**src/inc/tsup_pkg.sv**
```systemverilog
package tsup_pkg;

  // ----------------------------------------------------------------
  // widths and counts
  // ----------------------------------------------------------------
  localparam int TSUP_CNT_W = 21;
  localparam int TSUP_ADDR_W = 12;
  localparam int TSUP_OSC_HZ = 128000;
  localparam logic [TSUP_CNT_W-1:0] TSUP_BASE_CYCLES = 21'h000800;
  localparam logic [3:0] TSUP_PER_MAX = 4'h9;
  localparam logic [2:0] TSUP_UNLOCK_CYCLES = 3'h4;

  // ----------------------------------------------------------------
  // register map and reset values
  // ----------------------------------------------------------------
  localparam logic [TSUP_ADDR_W-1:0] TSUP_ADDR_CTRL = 12'h000;
  localparam logic [TSUP_ADDR_W-1:0] TSUP_ADDR_COUNT = 12'h004;
  localparam logic [7:0] TSUP_CTRL_RST = 8'h00;
  localparam logic [3:0] TSUP_PER_RST = 4'h0;
  localparam logic TSUP_WDE_RST = 1'b0;

  // field positions inside the control/status byte
  localparam int TSUP_BIT_FLAG = 7;
  localparam int TSUP_BIT_IE = 6;
  localparam int TSUP_BIT_PER3 = 5;
  localparam int TSUP_BIT_UNLOCK = 4;
  localparam int TSUP_BIT_WDE = 3;

  // ----------------------------------------------------------------
  // types
  // ----------------------------------------------------------------
  typedef struct packed {
    logic irq_flag;
    logic irq_en;
    logic period_hi;
    logic change_unlock;
    logic reset_enable;
    logic [2:0] period_lo;
  } tsup_ctrl_s;

  typedef struct packed {
    logic wr;
    tsup_ctrl_s data;
  } tsup_wr_s;

  typedef enum {
    TSUP_STOPPED,
    TSUP_IRQ,
    TSUP_RESET,
    TSUP_IRQ_RESET
  } tsup_mode_e;

  // ----------------------------------------------------------------
  // functions
  // ----------------------------------------------------------------
  // reserved codes above nine fall back to the longest period
  function automatic logic [TSUP_CNT_W-1:0] tsup_limit(
    input logic [3:0] code
  );
    logic [3:0] c;
    c = (code > TSUP_PER_MAX) ? TSUP_PER_MAX : code;
    return TSUP_BASE_CYCLES << c;
  endfunction

  function automatic tsup_mode_e tsup_mode(
    input logic fuse,
    input logic reset_enable_bit,
    input logic timeout_irq_enable
  );
    tsup_mode_e m;
    if (fuse) begin
      m = TSUP_RESET;
    end else begin
      unique case ({reset_enable_bit, timeout_irq_enable})
        2'b00: m = TSUP_STOPPED;
        2'b01: m = TSUP_IRQ;
        2'b10: m = TSUP_RESET;
        2'b11: m = TSUP_IRQ_RESET;
      endcase
    end
    return m;
  endfunction

endpackage

```
**src/rtl/tsup_top.sv**
```systemverilog
`timescale 1ns/1ns
// Contract
// - counter advances on each cycle of the separate 128 kHz oscillator
// - reaching the selected limit is a time-out: interrupt or reset
// - restart instruction restarts the counter so no time-out occurs; a restart in the time-out tick cycle still lets it fire
// - periods from about 16 ms to about 8 s via period select
// - an interrupt-mode time-out may wake the device from sleep
// - mode from always-on fuse, reset enable and interrupt enable
// - always-on fuse forces reset mode, reset enable 1, irq enable 0
// - clearing reset enable or changing period needs the unlock sequence
// - an accidental enable still resets and stays enabled afterwards
// - control byte layout: flag7 ie6 p3 5 unlock4 wde3 p2..0
// - time-out in interrupt configuration sets the interrupt flag
// - flag cleared by vector execution or by writing one
// - interrupt requested only with flag, enable and global enable
// - combined mode: vector clears enable and flag, reset mode left
// - combined mode: unserviced flag at next time-out gives reset
// - change unlock clears itself four cycles after being written
// - reset-cause watchdog flag forces reset enable to one
// - period codes 0..9 give 2048 doubling to 1048576 cycles
module tsup_top
  import tsup_pkg::*;
(
  input wire logic clk_in,
  input wire logic reset_n_in,
  input wire logic psel_in,
  input wire logic penable_in,
  input wire logic pwrite_in,
  input wire logic [TSUP_ADDR_W-1:0] paddr_in,
  input wire logic [31:0] pwdata_in,
  output logic [31:0] prdata_out,
  output logic pready_out,
  output logic pslverr_out,
  input wire logic osc_128k_in,
  input wire logic always_on_fuse_in,
  input wire logic restart_in,
  input wire logic irq_ack_in,
  input wire logic global_irq_en_in,
  input wire logic timeout_reset_flag_in,
  output logic irq_req_out,
  output logic wake_out,
  output logic reset_req_out
);

  // ----------------------------------------------------------------
  // declarations
  // ----------------------------------------------------------------
  logic osc_s;
  logic fuse_s;
  logic osc_prev_q;
  logic osc_tick;
  logic [TSUP_CNT_W-1:0] cnt_q;
  logic [TSUP_CNT_W-1:0] limit;
  logic [2:0] unlock_cnt_q;
  logic unlocked;
  logic flag_q;
  logic ie_q;
  logic wde_q;
  logic [3:0] per_q;
  logic eff_wde;
  logic eff_ie;
  tsup_mode_e mode;
  logic timeout;
  logic irq_set;
  logic flag_clr;
  logic rst_fire;
  logic reset_req_q;
  logic irq_req_q;
  logic wake_q;
  logic unlock_start;
  logic change_ok;
  tsup_wr_s wr;
  tsup_ctrl_s ctrl_rd;

  // ----------------------------------------------------------------
  // bus slave and synchronisers
  // ----------------------------------------------------------------
  tsup_apb u_apb (
    .clk_in(clk_in),
    .reset_n_in(reset_n_in),
    .psel_in(psel_in),
    .penable_in(penable_in),
    .pwrite_in(pwrite_in),
    .paddr_in(paddr_in),
    .pwdata_in(pwdata_in),
    .ctrl_rd_in(ctrl_rd),
    .count_rd_in(cnt_q),
    .prdata_out(prdata_out),
    .pready_out(pready_out),
    .pslverr_out(pslverr_out),
    .wr_out(wr)
  );

  // oscillator and fuse come from outside this clock's domain
  tsup_sync #(
    .WIDTH(2)
  ) u_sync (
    .clk_in(clk_in),
    .reset_n_in(reset_n_in),
    .async_in({osc_128k_in, always_on_fuse_in}),
    .sync_out({osc_s, fuse_s})
  );

  // ----------------------------------------------------------------
  // oscillator tick
  // ----------------------------------------------------------------
  // the oscillator is far slower than clk_in, so a rising edge of
  // the synchronised level is one tick; no edge can be missed
  always_ff @(posedge clk_in) begin
    if (!reset_n_in) begin
      osc_prev_q <= 1'b0;
    end else begin
      osc_prev_q <= osc_s;
    end
  end

  assign osc_tick = osc_s & ~osc_prev_q;

  // ----------------------------------------------------------------
  // mode decode
  // ----------------------------------------------------------------
  assign eff_wde = fuse_s | timeout_reset_flag_in | wde_q;
  assign eff_ie = ie_q & ~fuse_s;
  assign mode = tsup_mode(fuse_s, eff_wde, eff_ie);
  assign limit = tsup_limit(per_q);

  // ----------------------------------------------------------------
  // counter
  // ----------------------------------------------------------------
  // compare with >= so a shorter period chosen mid-count times out
  // on the next tick instead of wrapping past it
  assign timeout = osc_tick && (mode != TSUP_STOPPED)
    && (cnt_q >= limit - 21'h000001);

  always_ff @(posedge clk_in) begin
    if (!reset_n_in) begin
      cnt_q <= '0;
    end else if (restart_in || mode == TSUP_STOPPED) begin
      cnt_q <= '0;
    end else if (timeout) begin
      cnt_q <= '0;
    end else if (osc_tick) begin
      cnt_q <= cnt_q + 21'h000001;
    end
  end

  // ----------------------------------------------------------------
  // time-out actions
  // ----------------------------------------------------------------
  assign irq_set = timeout && (mode == TSUP_IRQ
    || (mode == TSUP_IRQ_RESET && !flag_q));
  assign rst_fire = timeout && (mode == TSUP_RESET
    || (mode == TSUP_IRQ_RESET && flag_q));

  always_ff @(posedge clk_in) begin
    if (!reset_n_in) begin
      reset_req_q <= 1'b0;
    end else begin
      reset_req_q <= rst_fire;
    end
  end

  // ----------------------------------------------------------------
  // interrupt flag
  // ----------------------------------------------------------------
  assign flag_clr = irq_ack_in | (wr.wr & wr.data.irq_flag);

  // a time-out in the clearing cycle keeps the flag set unless it requests reset
  always_ff @(posedge clk_in) begin
    if (!reset_n_in) begin
      flag_q <= TSUP_CTRL_RST[TSUP_BIT_FLAG];
    end else begin
      flag_q <= irq_set | (flag_q & ~flag_clr);
    end
  end

  // ----------------------------------------------------------------
  // interrupt enable
  // ----------------------------------------------------------------
  // a software write in the ack cycle wins: it is the re-arm
  always_ff @(posedge clk_in) begin
    if (!reset_n_in) begin
      ie_q <= TSUP_CTRL_RST[TSUP_BIT_IE];
    end else if (wr.wr) begin
      ie_q <= wr.data.irq_en;
    end else if (irq_ack_in && eff_wde) begin
      ie_q <= 1'b0;
    end
  end

  // ----------------------------------------------------------------
  // timed unlock
  // ----------------------------------------------------------------
  assign unlocked = (unlock_cnt_q != 3'h0);
  assign unlock_start = wr.wr & wr.data.change_unlock
    & wr.data.reset_enable;
  assign change_ok = wr.wr & unlocked & ~wr.data.change_unlock;

  always_ff @(posedge clk_in) begin
    if (!reset_n_in) begin
      unlock_cnt_q <= 3'h0;
    end else if (unlock_start) begin
      unlock_cnt_q <= TSUP_UNLOCK_CYCLES;
    end else if (change_ok) begin
      unlock_cnt_q <= 3'h0;
    end else if (unlocked) begin
      unlock_cnt_q <= unlock_cnt_q - 3'h1;
    end
  end

  // ----------------------------------------------------------------
  // reset enable and period select
  // ----------------------------------------------------------------
  // setting reset enable is always allowed; clearing needs unlock
  always_ff @(posedge clk_in) begin
    if (!reset_n_in) begin
      wde_q <= TSUP_WDE_RST;
    end else if (change_ok) begin
      wde_q <= wr.data.reset_enable;
    end else if (wr.wr && wr.data.reset_enable) begin
      wde_q <= 1'b1;
    end
  end

  always_ff @(posedge clk_in) begin
    if (!reset_n_in) begin
      per_q <= TSUP_PER_RST;
    end else if (change_ok) begin
      per_q <= {wr.data.period_hi, wr.data.period_lo};
    end
  end

  // ----------------------------------------------------------------
  // readback
  // ----------------------------------------------------------------
  always_comb begin
    ctrl_rd.irq_flag = flag_q;
    ctrl_rd.irq_en = eff_ie;
    ctrl_rd.period_hi = per_q[3];
    ctrl_rd.change_unlock = unlocked;
    ctrl_rd.reset_enable = eff_wde;
    ctrl_rd.period_lo = per_q[2:0];
  end

  // ----------------------------------------------------------------
  // interrupt request and wake-up
  // ----------------------------------------------------------------
  // wake ignores the global enable: a sleeping core must still rise
  always_ff @(posedge clk_in) begin
    if (!reset_n_in) begin
      irq_req_q <= 1'b0;
      wake_q <= 1'b0;
    end else begin
      irq_req_q <= flag_q & eff_ie & global_irq_en_in & ~flag_clr;
      wake_q <= flag_q & eff_ie & ~flag_clr;
    end
  end

  assign irq_req_out = irq_req_q;
  assign wake_out = wake_q;
  assign reset_req_out = reset_req_q;

endmodule

```
**src/rtl/tsup_sync.sv**
```systemverilog
`timescale 1ns/1ns
module tsup_sync
  import tsup_pkg::*;
#(
  parameter int WIDTH = 1
) (
  input wire logic clk_in,
  input wire logic reset_n_in,
  input wire logic [WIDTH-1:0] async_in,
  output logic [WIDTH-1:0] sync_out
);

  // ----------------------------------------------------------------
  // two-stage synchroniser; first stage feeds only the second
  // ----------------------------------------------------------------
  logic [WIDTH-1:0] meta_q;
  logic [WIDTH-1:0] sync_q;

  always_ff @(posedge clk_in) begin
    if (!reset_n_in) begin
      meta_q <= '0;
      sync_q <= '0;
    end else begin
      meta_q <= async_in;
      sync_q <= meta_q;
    end
  end

  assign sync_out = sync_q;

endmodule

```
**src/rtl/tsup_apb.sv**
```systemverilog
`timescale 1ns/1ns
module tsup_apb
  import tsup_pkg::*;
(
  input wire logic clk_in,
  input wire logic reset_n_in,
  input wire logic psel_in,
  input wire logic penable_in,
  input wire logic pwrite_in,
  input wire logic [TSUP_ADDR_W-1:0] paddr_in,
  input wire logic [31:0] pwdata_in,
  input wire logic [7:0] ctrl_rd_in,
  input wire logic [TSUP_CNT_W-1:0] count_rd_in,
  output logic [31:0] prdata_out,
  output logic pready_out,
  output logic pslverr_out,
  output tsup_wr_s wr_out
);

  // ----------------------------------------------------------------
  // decode
  // ----------------------------------------------------------------
  logic hit_ctrl;
  logic hit_count;
  logic [31:0] prdata_q;

  assign hit_ctrl = (paddr_in == TSUP_ADDR_CTRL);
  assign hit_count = (paddr_in == TSUP_ADDR_COUNT);

  // zero wait states keeps the unlock window reachable in time
  assign pready_out = 1'b1;
  assign pslverr_out = psel_in & penable_in & ~(hit_ctrl | hit_count);

  // write takes effect at the access edge only
  assign wr_out.wr = psel_in & penable_in & pwrite_in & hit_ctrl;
  assign wr_out.data = tsup_ctrl_s'(pwdata_in[7:0]);

  // ----------------------------------------------------------------
  // read data, captured in the setup cycle
  // ----------------------------------------------------------------
  always_ff @(posedge clk_in) begin
    if (!reset_n_in) begin
      prdata_q <= 32'h00000000;
    end else if (psel_in && !penable_in) begin
      if (hit_ctrl) begin
        prdata_q <= {24'h000000, ctrl_rd_in};
      end else if (hit_count) begin
        prdata_q <= {11'h000, count_rd_in};
      end else begin
        prdata_q <= 32'h00000000;
      end
    end
  end

  assign prdata_out = prdata_q;

endmodule

```
**config.mk**
```make
export PLATFORM = sky130hd
export DESIGN_NAME = tsup_top
export DESIGN_NICKNAME = d
export VERILOG_FILES = /design/src/inc/tsup_pkg.sv /design/src/rtl/tsup_top.sv /design/src/rtl/tsup_sync.sv /design/src/rtl/tsup_apb.sv
export SDC_FILE = /design/constraint.sdc
export NUM_CORES = 1
export LEC_CHECK = 0
export ABC_AREA = 1
export BUFFER_PORTS_ARGS = -buffer_cell sky130_fd_sc_hd__buf_2
export CAP_MARGIN = 20
export CORE_MARGIN = 5
export CORE_UTILIZATION = 47
export DETAILED_ROUTE_END_ITERATION = 12
export PLACE_DENSITY = 0.87
export SLEW_MARGIN = 20
export SYNTH_ARGS = -nofsm -noshare
export SYNTH_HDL_FRONTEND = slang
export SYNTH_SLANG_ARGS = --single-unit
```
**constraint.sdc**
```tcl
create_clock -name clk_in -period 2.3 [get_ports clk_in]
set_input_delay 0.46 -clock clk_in [delete_from_list [all_inputs] [get_ports clk_in]]
set_output_delay 0.46 -clock clk_in [all_outputs]
set_load 0.01 [all_outputs]
```
-- After elaboration in Yosys (flattened, before gate mapping)
Index checks and enable logic that the tools add are counted.
W data, S select, Z words.
- memories kept: 0
- RAM bits: 0
- ROM bits: 0
- bits in registers: 71
- bits in latches: 0
- output and inout bits: 37
- mux-type cells: 12
- $mul: 0
- divide/modulo/power cells: 0
- reductions and logical operators: 24
- equality and inequality tests: 7
- $lt $le $gt $ge: 2
- shift-type cells: 1
- bitwise gates (word level): 27
- add/subtract/negate cells: 3
- operators with widths (operator ; number):
    $pmux W32 S4 ; 1
    $eq A32 B3 Y1 const B ; 2
    $mux W32 ; 2
    $eq A32 B2 Y1 const B ; 1
    $logic_not A32 Y1 ; 1
    $reduce_bool A32 Y1 ; 1
    $add A21 B1 Y21 const B ; 1
    $ge A21 B21 Y1 ; 1
    $mux W21 ; 1
    $shl A12 B4 Y21 const A ; 1
    $sub A21 B1 Y21 const B ; 1
    $and A1 B1 Y1 ; 16
    $eq A12 B3 Y1 const B ; 1
    $logic_not A12 Y1 ; 1
    $logic_and A1 B1 Y1 ; 9
    $mux W3 ; 3
    $not A1 Y1 ; 6
    $reduce_bool A3 Y1 ; 2
    $reduce_or A3 Y1 ; 2
    $or A1 B1 Y1 ; 5
    $eq A2 B2 Y1 const B ; 2
    $gt A4 B4 Y1 const B ; 1
    $mux W1 ; 4
    $mux W4 ; 1
    6 further kinds ; 10

-- Depth between registers and ports, before layout
Gate-level depths: netlist of the first run.
- word-level depth: 10
- mapped depth: 19
- mapped depth without buffers: 17

-- Modules after synthesis
A second synthesis of the first run with hierarchy kept.
- cells, all modules: 475
- area, all modules: 3489.6 sq um
- by module, submodules not included (module ; times used ; cells each ; area an instance (sq um) ; seq. area each (sq um)):
    tsup_top ; 1 ; 292 ; 2064.5 ; 700.7
    tsup_apb ; 1 ; 171 ; 1315.0 ; 420.4
    tsup_sync ; 1 ; 12 ; 110.1 ; 80.1

-- Worst setup path after synthesis of the first run
No wires, ideal clock.
- path type: register to register
- from: register per_q[2]
- to: register cnt_q[8]
- buffers on the path: 2
- cell stages (with the launch flop): 19
- slack: -0.078 ns
- data arrival time: 2.261 ns
- data required time: 2.183 ns
- clock period less this slack: 2.378 ns
- library setup time: 0.117 ns
- cells stage by stage: dfxtp_1 -> clkbuf_1 -> inv_1 -> nand3_1 -> ha_1 -> inv_1 -> a21oi_1 -> a21oi_1 -> a21o_1 -> ha_1 -> nand2_1 -> nor2_1 -> a21boi_0 -> nor2_1 -> nand2_1 -> nand2_2 -> nand2_4 -> buf_6 -> nor2_1
- longest elaborated chain between the ends: 7
- RTL lines (what ; line ; source):
    start: declaration ; tsup_top.sv:59 ; logic [3:0] per_q;
    start signal: assignment ; tsup_top.sv:229 ; per_q <= {wr.data.period_hi, wr.data.period_lo};
    $gt A4 B4 Y1 ; tsup_pkg.sv:61 ; c = (code > TSUP_PER_MAX) ? TSUP_PER_MAX : code;
    $mux W4 (*) ; tsup_pkg.sv:61 ;
    $shl A12 B4 Y21 (*) ; tsup_pkg.sv:62 ; return TSUP_BASE_CYCLES << c;
    $sub A21 B1 Y21 (*) ; tsup_top.sv:133 ; && (cnt_q >= limit - 21'h000001);
    $ge A21 B21 Y1 (*) ; tsup_top.sv:133 ;
    $logic_and A1 B1 Y1 (*) ; tsup_top.sv:133 ;
    $reduce_or A3 Y1 (no source line) (*) ; - ;
    end signal: assignment ; tsup_top.sv:143 ; cnt_q <= cnt_q + 21'h000001;
    end: declaration ; tsup_top.sv:52 ; logic [TSUP_CNT_W-1:0] cnt_q;
Mark *: on every way between the ends. The rest lies on a longest branch, timed or not.
A chain may end at the register's enable or synchronous reset.

-- Final worst setup path of the first run
- from: register per_q[3]
- to: register reset_req_q, in the netlist reset_req_out
- longest elaborated chain between the ends: 7
- RTL lines (what ; line ; source):
    $gt A4 B4 Y1 ; tsup_pkg.sv:61 ;
    $mux W4 (*) ; tsup_pkg.sv:61 ;
    $shl A12 B4 Y21 (*) ; tsup_pkg.sv:62 ;
    $sub A21 B1 Y21 (*) ; tsup_top.sv:133 ;
    $ge A21 B21 Y1 (*) ; tsup_top.sv:133 ;
    $logic_and A1 B1 Y1 (*) ; tsup_top.sv:133 ;
    $logic_and A1 B1 Y1 (*) ; tsup_top.sv:152 ; assign rst_fire = timeout && (mode == TSUP_RESET
    end signal: assignment ; tsup_top.sv:159 ; reset_req_q <= rst_fire;
    end: declaration ; tsup_top.sv:67 ; logic reset_req_q;
Marked as above.

==> impl_metrics.tcl, run 1 <==
set metrics [dict create \
    rsz0062_at_grt "true" \
    cts_root_buf "clkbuf_8" \
    gr-total-overflow 0 \
    netlist.area_leader.share_pct 36.5 \
    core_area_um2 6790 \
    synthMuxAreaShare_pct 0 \
    worstRegToRegCells 17 \
    grt.total_usage_pct 18.8 \
    io_buffers 55 \
    post_synth.cell_area_avg_um2 6.78 \
    grt_start_max_net_pins 43 \
    first_iter_violations 226 \
    rows 30 \
    ctsHoldBuffers 0 \
    yosys.cell_types.count 32 \
    cap_violations 0 \
    initial_core_util_pct 48.5 \
    numCtsBuffers 9 \
    vias_per_cell 5.05 \
    cp.required_ns 2.58 \
    p_per_area_nw_per_um2 586 \
    synthXorXnorAreaFrac_pct 4.26 \
    die_area_um2 8780 \
    yosys_register_bits 60 \
    critPathCapture "reset_req_out" \
    design_area_um2 4120 \
    worstPathMaxFanout 4 \
    hpwl_mm 5.58 \
    finalClockSkew_ns 0.00901 \
    violations "negative setup slack" \
    crit_type "reg2reg" \
    slew_viol_final 0 \
    crit_path_start "per_q[3]" \
    ctsHtreeMaxLevel 3 \
    tns_ns -3.49 \
    hold_class "in2reg" \
    gp_congestion 0.864 \
    die_w_um 93.7 \
    max-clock-path-buffers 2 \
    fmax_mhz 405 \
    finalHoldViolCount 0 \
    setup_ws_ns -0.171 \
    synth_fa_ha_area_share_pct 5.32 \
    setup_viol 23 \
    setup.worst_path.end_class "register" \
    ant_nets 0 \
    r2r_end "reset_req_out" \
    wl_per_cell_um 13.2 \
    status "finished with violations" \
    synthToLayoutAreaGrowth_pct 25.0 \
    synth_area_leaders "dfxtp_1, nand2_1, nor2_1" \
    first_global_vias 3044 \
    syn_area_um2 3290 \
    dpl.cell_count 638 \
    layout_commonest_cell "nand2_1" \
    antenna_found_initial 0 \
    clock-sinks 60 \
    synthSimpleGateAreaFrac_pct 33.7 \
    antenna_cells 0 \
    power_mw 2.41 \
    postPlaceCellArea_um2 3700 \
    vdd_drop_max_mv 0.242 \
    drt_first_pass_iters 5 \
    fin_nets 625 \
    arrival_ns 2.75 \
    vias 3310 \
    yosys.area.top_type "dfxtp_1" \
    clk_pin_slew_ns 0.07 \
    synthCells 486 \
    cts_tree "yes" \
    io_pins 92 \
    final_cell_mix "nand2_1, inv_1, nor2_1" \
    regToRegSetupSlack_ns -0.17 \
    dieHeight_um 93.7 \
    yosysSeqAreaShare_pct 36.5 \
    synth-compound-area-share_pct 7.07 \
    fin_cells 656 \
    start_kind "register" \
    ys.warnings.count 0 \
    drc 0 \
    clk_latency_ns 0.35 \
    leakagePower_nw 1.86 \
    grt_pass1_wl_mm 13.2 \
    synth_top_family_by_area "simple AND/OR/NAND/NOR gates" \
    timing.rr.start "per_q[3]" \
    drive_gt1_share_pct 25.9 \
    wl_mm 8.69 \
    finalCritPeriodShare_pct 107 \
    period_minus_slack_ns 2.47 \
]
per-layer routing:
metal	wire, µm	global-route usage, %	up-vias
li1	-	-	1621
met1	3450	21.5	1519
met2	4410	32.6	149
met3	631	3.45	21
met4	195	10.6	0
met5	0	0	-
cell usage after synthesis:
cell type	n
nand2_1	118
nor2_1	75
inv_1	63
dfxtp_1	60
nand3_1	26
a21oi_1	22
o21ai_0	17
ha_1	14
xor2_1	14
buf_4	12
nor3_1	11
clkbuf_1	10
nor2_2	8
nand4_1	7
buf_2	6
and2_1	2
conb_1	2
nand3_2	2
nor2_4	2
nor3_2	2
xnor2_1	2
a21boi_0	1
a21o_1	1
a21o_2	1
buf_12	1
buf_6	1
nand2_2	1
nand2_4	1
nand3b_1	1
nor3b_1	1
o22ai_1	1
o31ai_1	1
worst max-delay path, cell delays in order, from the launching register on:
cell,delay (ns)
dfxtp_4,0.36
nor2_4,0.14
nand2_2,0.08
ha_2,0.18
inv_2,0.07
buf_6,0.10
xor2_1,0.19
inv_1,0.07
ha_1,0.27
nand2_1,0.06
nor2_2,0.13
nand3_2,0.10
nor2_1,0.12
nor2_1,0.06
nand2_2,0.13
nand2_8,0.10
buf_4,0.15
nor3_2,0.09
power by group:
group | switching [mW] | internal, mW | total (mW) | leakage [nW]
sequential | 0.0254 | 1.08 | 1.11 | 0.492
clock | 0.416 | 0.582 | 0.999 | 0.101
combinational | 0.189 | 0.119 | 0.308 | 1.27
worst min path at each step:
stage / endpoint / cells past startpoint / slack (ns) / start
final: u_sync.meta_q[0] / 3 / 0.29 / always_on_fuse_in
after floorplan: u_sync.sync_out[0] / 2 / 0.39 / u_sync.meta_q[0]
after global placement: u_sync.sync_out[1] / 2 / 0.40 / u_sync.meta_q[1]
after global routing: u_sync.meta_q[0] / 3 / 0.30 / always_on_fuse_in
after CTS: u_sync.meta_q[0] / 3 / 0.29 / always_on_fuse_in
after detailed placement: u_sync.sync_out[0] / 2 / 0.40 / u_sync.meta_q[0]
repair_timing:
action / CTS / global route
gates cloned: 1 / 1
pin swaps: 2 / 9
resized for setup: 10 / 41
hold endpoints to repair: 0 / 0
buffers inserted: 0 / 1
endpoints found under the setup margin: 23 / 23
flip-flops by register name (all words and copies together), names as in the netlist:
register and flops:
irq_req_out 1, ie_q 1, u_apb.prdata_out 21, wake_out 1
unlock_cnt_q 3, reset_req_out 1, u_sync.meta_q 2, per_q 4
u_sync.sync_out 2, cnt_q 21, wde_q 1, osc_prev_q 1
flag_q 1
logic make-up after synthesis:
logic type / Yosys count
compound gates: 44
flops: 60
other cells: 2
simple gates: 257
buf+inv: 93
fa+ha+maj: 14
xor+xnor: 16
through the flow:
step / setup slack, ns / hold slack (ns) / util (%)
detailed placement: -0.214 / 0.401 / 54.4
finish: -0.171 / 0.294 / 60.6
global route: -0.288 / 0.303 / 60.6
floorplan: 0.0189 / 0.390 / -
CTS: -0.0225 / 0.289 / 58.1
global placement: -0.155 / 0.396 / 54.4
cell type report:
| cell class | count | area, µm² |
|---|---|---|
| Multi-Input combinational cell | 346 | 1900 |
| Clock inverter | 3 | 45.0 |
| Tap cell | 96 | 120 |
| Clock buffer | 12 | 165 |
| Timing Repair Buffer | 76 | 437 |
| Inverter | 63 | 236 |
| Sequential cell | 60 | 1220 |
| Fill cell | 556 | 2680 |
(Power assumes the default switching activity.)
==> run 2, diff against run 1 <==
CORE_ASPECT_RATIO = 1.2   (was not set)
==> run 2 against run 1 <==
  * The flow still finishes with violations (negative setup slack)
  * Final cell count fell by 0.91%
  * First-iteration DRC count fell by 15%
  * Combinational power rose by 2%
  * Core utilization fell by 0.59 points
  * Largest cell class unchanged
  * Critical endpoint is now cnt_q[6]
  * Routed wire length fell by 2.9%
  * Global-route usage rose by 0.80 points
  * Cell area fell by 0.70%
==> impl_metrics.tcl, run 2 (same netlist as run 1, synthesis figures left out) <==
set metrics [dict create \
    setup_ws_ns -0.125 \
    max-clock-path-buffers 2 \
    grt_pass1_wl_mm 13.6 \
    rows 33 \
    setup_viol 23 \
    postPlaceCellArea_um2 3660 \
    hpwl_mm 5.56 \
    p_per_area_nw_per_um2 563 \
    die_w_um 86.4 \
    cap_violations 0 \
    grt.busiest_layer "met2" \
    drt_first_pass_iters 5 \
    cp_common_cell "nor2_1" \
    period_minus_slack_ns 2.42 \
    final_cell_mix "nand2_1, nor2_1, inv_1" \
    globalRouteMet2Util_pct 34.2 \
    first_global_vias 3230 \
    antenna_cells 0 \
    first_iter_violations 192 \
    power_mw 2.30 \
    fmax_mhz 412 \
    fin_nets 627 \
    cpPeakStageDelay_ns 0.36 \
    dieHeight_um 102 \
    clock-sinks 60 \
    gr-total-overflow 0 \
    cts_root_buf "clkbuf_8" \
    rsz0062_at_grt "true" \
    core_area_um2 6810 \
    layout_commonest_cell "nand2_1" \
    vias 3209 \
    status "finished with violations" \
    grt_start_max_net_pins 43 \
    cts_tree "yes" \
    hold_class "in2reg" \
    io_buffers 55 \
    gp_congestion 0.833 \
    cp.required_ns 2.54 \
    finalCritPeriodShare_pct 105 \
    leakagePower_nw 1.86 \
    drc 0 \
    ctsHoldBuffers 0 \
    finalClockSkew_ns 0.00628 \
    io_pins 92 \
    gr-usage-met1_pct 21.6 \
    clk_pin_slew_ns 0.07 \
    wl_mm 8.43 \
    finalHoldViolCount 0 \
    ant_nets 0 \
    start_kind "register" \
    use_met3_pct 4.96 \
    grt.total_usage_pct 19.6 \
    arrival_ns 2.66 \
    drive_gt1_share_pct 25.0 \
    pre_cts_ws_ns -0.196 \
    synthToLayoutAreaGrowth_pct 24.1 \
    antenna_found_initial 0 \
    critPathSlowestCell "dfxtp_4" \
    fin_cells 650 \
    numCtsBuffers 9 \
    initial_core_util_pct 48.3 \
    tns_ns -2.29 \
    clk_latency_ns 0.34 \
    design_area_um2 4090 \
    wl_per_cell_um 13.0 \
    dpl.cell_count 626 \
    ctsHtreeMaxLevel 3 \
    whs_ns 0.304 \
    slew_viol_final 0 \
    crit_type "reg2reg" \
    violations "negative setup slack" \
    vdd_drop_max_mv 0.311 \
    setup.worst_path.end_class "register" \
    worstPathMaxFanout 6 \
    path_cells "buf_4 > inv_1 > o21ai_1 > a21oi_1 > a21oi_1 > a21o_1 > ha_4 > nand2_2 > nor2_4 > nand3_2 > nor2_1 > nor2_1 > nand2_2 > nand2_8 > nand2_8 > nor2_1" \
    final_util_pct 60.0 \
    die_area_um2 8790 \
    vias_per_cell 4.94 \
]
## run 2: cell types whose count changed in the layout (fill, tap and decap cells not counted), sizes merged
cell / change
clkinv: +2
buf: +2
bufinv: -1
clkbuf: -1
clkinvlp: +1
## run 2: worst max-delay path, delay by kind of cell (launching register included)
kind	cells	cell delay (ns)
buf+inv	2	0.23
compound gates	4	0.51
simple gates	9	0.94
flops	1	0.36
fa+ha+maj	1	0.28
## run 2: area by class of cell
type	instances	area [µm²]
clock buffers	11	151
repair buffers	78	455
flip-flops and latches	60	1210
clock inverters	5	36.3
multi-input cells	346	1880
fillers	602	2730
well taps	87	109
inverters	63	239
## run 2: final timing paths
| check | start | to | slack, ns | cells after the start |
|---|---|---|---|---|
| worst max-delay path | per_q[1] | cnt_q[6] | -0.12 | 16 |
| worst min-delay path | always_on_fuse_in | u_sync.meta_q[0] | 0.30 | 3 |
| worst max register to register | per_q[1] | cnt_q[6] | -0.12 | 16 |
| worst min register to register | u_sync.meta_q[0] | u_sync.sync_out[0] | 0.43 | 2 |
## run 2: layer usage
layer | wire length, µm | vias to the layer above
met5 | 0 | -
met4 | 219 | 0
met3 | 539 | 21
met2 | 4210 | 102
met1 | 3460 | 1462
li1 | - | 1624
## run 2: timing repair
action / in CTS / in global routing
buffers inserted: 4 / 2
setup endpoints to repair: 22 / 23
pin swaps: 12 / 13
gates cloned: 2 / 0
resized for setup: 18 / 27
## run 2: where the power goes
group | total [mW] | switching (mW) | internal (mW)
registers | 1.11 | 0.0266 | 1.08
clock network | 0.877 | 0.429 | 0.449
logic | 0.315 | 0.196 | 0.119
==> run 3, diff against run 2 <==
BUFFER_PORTS_ARGS = not set   (was -buffer_cell sky130_fd_sc_hd__buf_2)
CORE_UTILIZATION = 50   (was 47)
DONT_BUFFER_PORTS = 1   (was not set)
PLACE_DENSITY = 0.79   (was 0.87)
SKIP_CTS_REPAIR_TIMING = 1   (was not set)
==> run 3 against run 2 <==
  * The run still ends with negative setup slack left
  * Clock power increased by 17%
  * First-iteration DRC count decreased by 11%
  * Highest routed layer unchanged
  * Global-route usage decreased by 1.6 points
==> impl_metrics.tcl, run 3 (same netlist as run 1, synthesis figures left out) <==
set metrics [dict create \
    slew_viol_final 0 \
    finalCritPeriodShare_pct 107 \
    crit_path_start "per_q[1]" \
    clk_latency_ns 0.35 \
    rows 32 \
    finalHoldViolCount 0 \
    worstPathMaxFanout 10 \
    r2r_end "cnt_q[20]" \
    wl_mm 7.84 \
    min_from "osc_128k_in" \
    io_buffers 0 \
    status "finished with violations" \
    gp_congestion 0.906 \
    cts_tree "yes" \
    multi_input_area_um2 1880 \
    numCtsBuffers 9 \
    grt_pass1_wl_mm 12.0 \
    vias_per_cell 5.01 \
    synthToLayoutAreaGrowth_pct 15.2 \
    drive_gt1_share_pct 16.9 \
    setup_ws_ns -0.154 \
    drt_first_pass_iters 5 \
    fin_nets 567 \
    grt.total_usage_pct 18.0 \
    vias 2943 \
    use_met3_pct 6.27 \
    design_area_um2 3790 \
    io_pins 92 \
    dieHeight_um 98.9 \
    grt_start_max_net_pins 43 \
    clk_pin_slew_ns 0.07 \
    layout_commonest_cell "nand2_1" \
    core_area_um2 6410 \
    first_global_vias 2671 \
    antenna_found_initial 0 \
    ant_nets 0 \
    ff_latch_area_um2 1210 \
    fmax_mhz 408 \
    postPlaceCellArea_um2 3380 \
    wl_per_cell_um 13.3 \
    fin_cells 588 \
    start_kind "register" \
    setup_viol 23 \
    crit_type "reg2reg" \
    clock-sinks 60 \
    gr-total-overflow 0 \
    worstRegToRegCells 17 \
    cts_root_buf "clkbuf_8" \
    timing.rr.start "per_q[1]" \
    gr-usage-met1_pct 20.9 \
    grt.busiest_layer "met2" \
    leakagePower_nw 1.61 \
    finalClockSkew_ns 0.00770 \
    final_cell_mix "nand2_1, inv_1, nor2_1" \
    regToRegSetupSlack_ns -0.15 \
    first_iter_violations 171 \
    cap_violations 0 \
    initial_core_util_pct 51.4 \
    cp.required_ns 2.53 \
    vdd_drop_max_mv 0.396 \
    hold_class "in2reg" \
    min_path_cells 2 \
    period_minus_slack_ns 2.45 \
    fillers 562 \
    setup.worst_path.end_class "register" \
    die_area_um2 8320 \
    hpwl_mm 5.33 \
    globalRouteMet2Util_pct 30.2 \
    ctsHtreeMaxLevel 3 \
    arrival_ns 2.69 \
    rsz0062_at_grt "true" \
    max-clock-path-buffers 2 \
    dpl.cell_count 568 \
    hold_end "u_sync.meta_q[1]" \
    power_mw 2.40 \
    antenna_cells 0 \
    pre_cts_ws_ns -0.180 \
    drc 0 \
    die_w_um 84.1 \
    p_per_area_nw_per_um2 633 \
    violations "negative setup slack" \
]
## run 3: power by group
part	leakage [nW]	switching [mW]	internal, mW
clock	0.109	0.429	0.605
combinational	1.01	0.158	0.0869
sequential	0.491	0.0386	1.09
total	1.61	0.625	1.78
## run 3: metal layers
metal  vias up  wire length [µm]
li1       1506                 -
met1      1338              3190
met2        86              3920
met3        13               593
met4         0               127
met5         -                 0
## run 3: metrics by stage
step                      utilization [%]  hold WS [ns]  TNS, ns
final                                59.2         0.209    -2.62
after global routing                 59.2         0.191    -4.77
after CTS                            56.1         0.193    -3.85
after detailed placement             52.7         0.399    -3.50
after global placement               52.7         0.397    -2.05
after floorplan                         -         0.390        0
## run 3: how the worst max path moves through the flow
stage | slack, ns | cells past startpoint | endpoint
after floorplan | 0.02 | 18 | cnt_q[8]
after global placement | -0.11 | 16 | cnt_q[19]
after detailed placement | -0.18 | 14 | cnt_q[3]
after CTS | -0.20 | 14 | cnt_q[8]
after global routing | -0.25 | 17 | reset_req_out
final | -0.15 | 17 | cnt_q[20]
## run 3: layout make-up
cell class	instances	area share, %
clock buffers	9	3.27
clock inverters	7	2.41
inverters	63	6.23
multi-input cells	346	49.7
flip-flops and latches	60	31.9
well taps	85	2.80
repair buffers	18	3.76
## run 3: worst max-delay path, stage by stage, from the launching register on
cell and delay [ns]:
dfxtp_4 0.36, nor2_4 0.15, nand3_2 0.08, ha_2 0.19, inv_2 0.07, buf_6 0.09, xor2_1 0.15, inv_1 0.07
ha_1 0.27, nand2_1 0.06, nor2_2 0.12, nand3_2 0.11, nor2_2 0.12, nor2_2 0.05, nand2_2 0.12, nand2_8 0.10
nand2_4 0.18, nor2_1 0.05
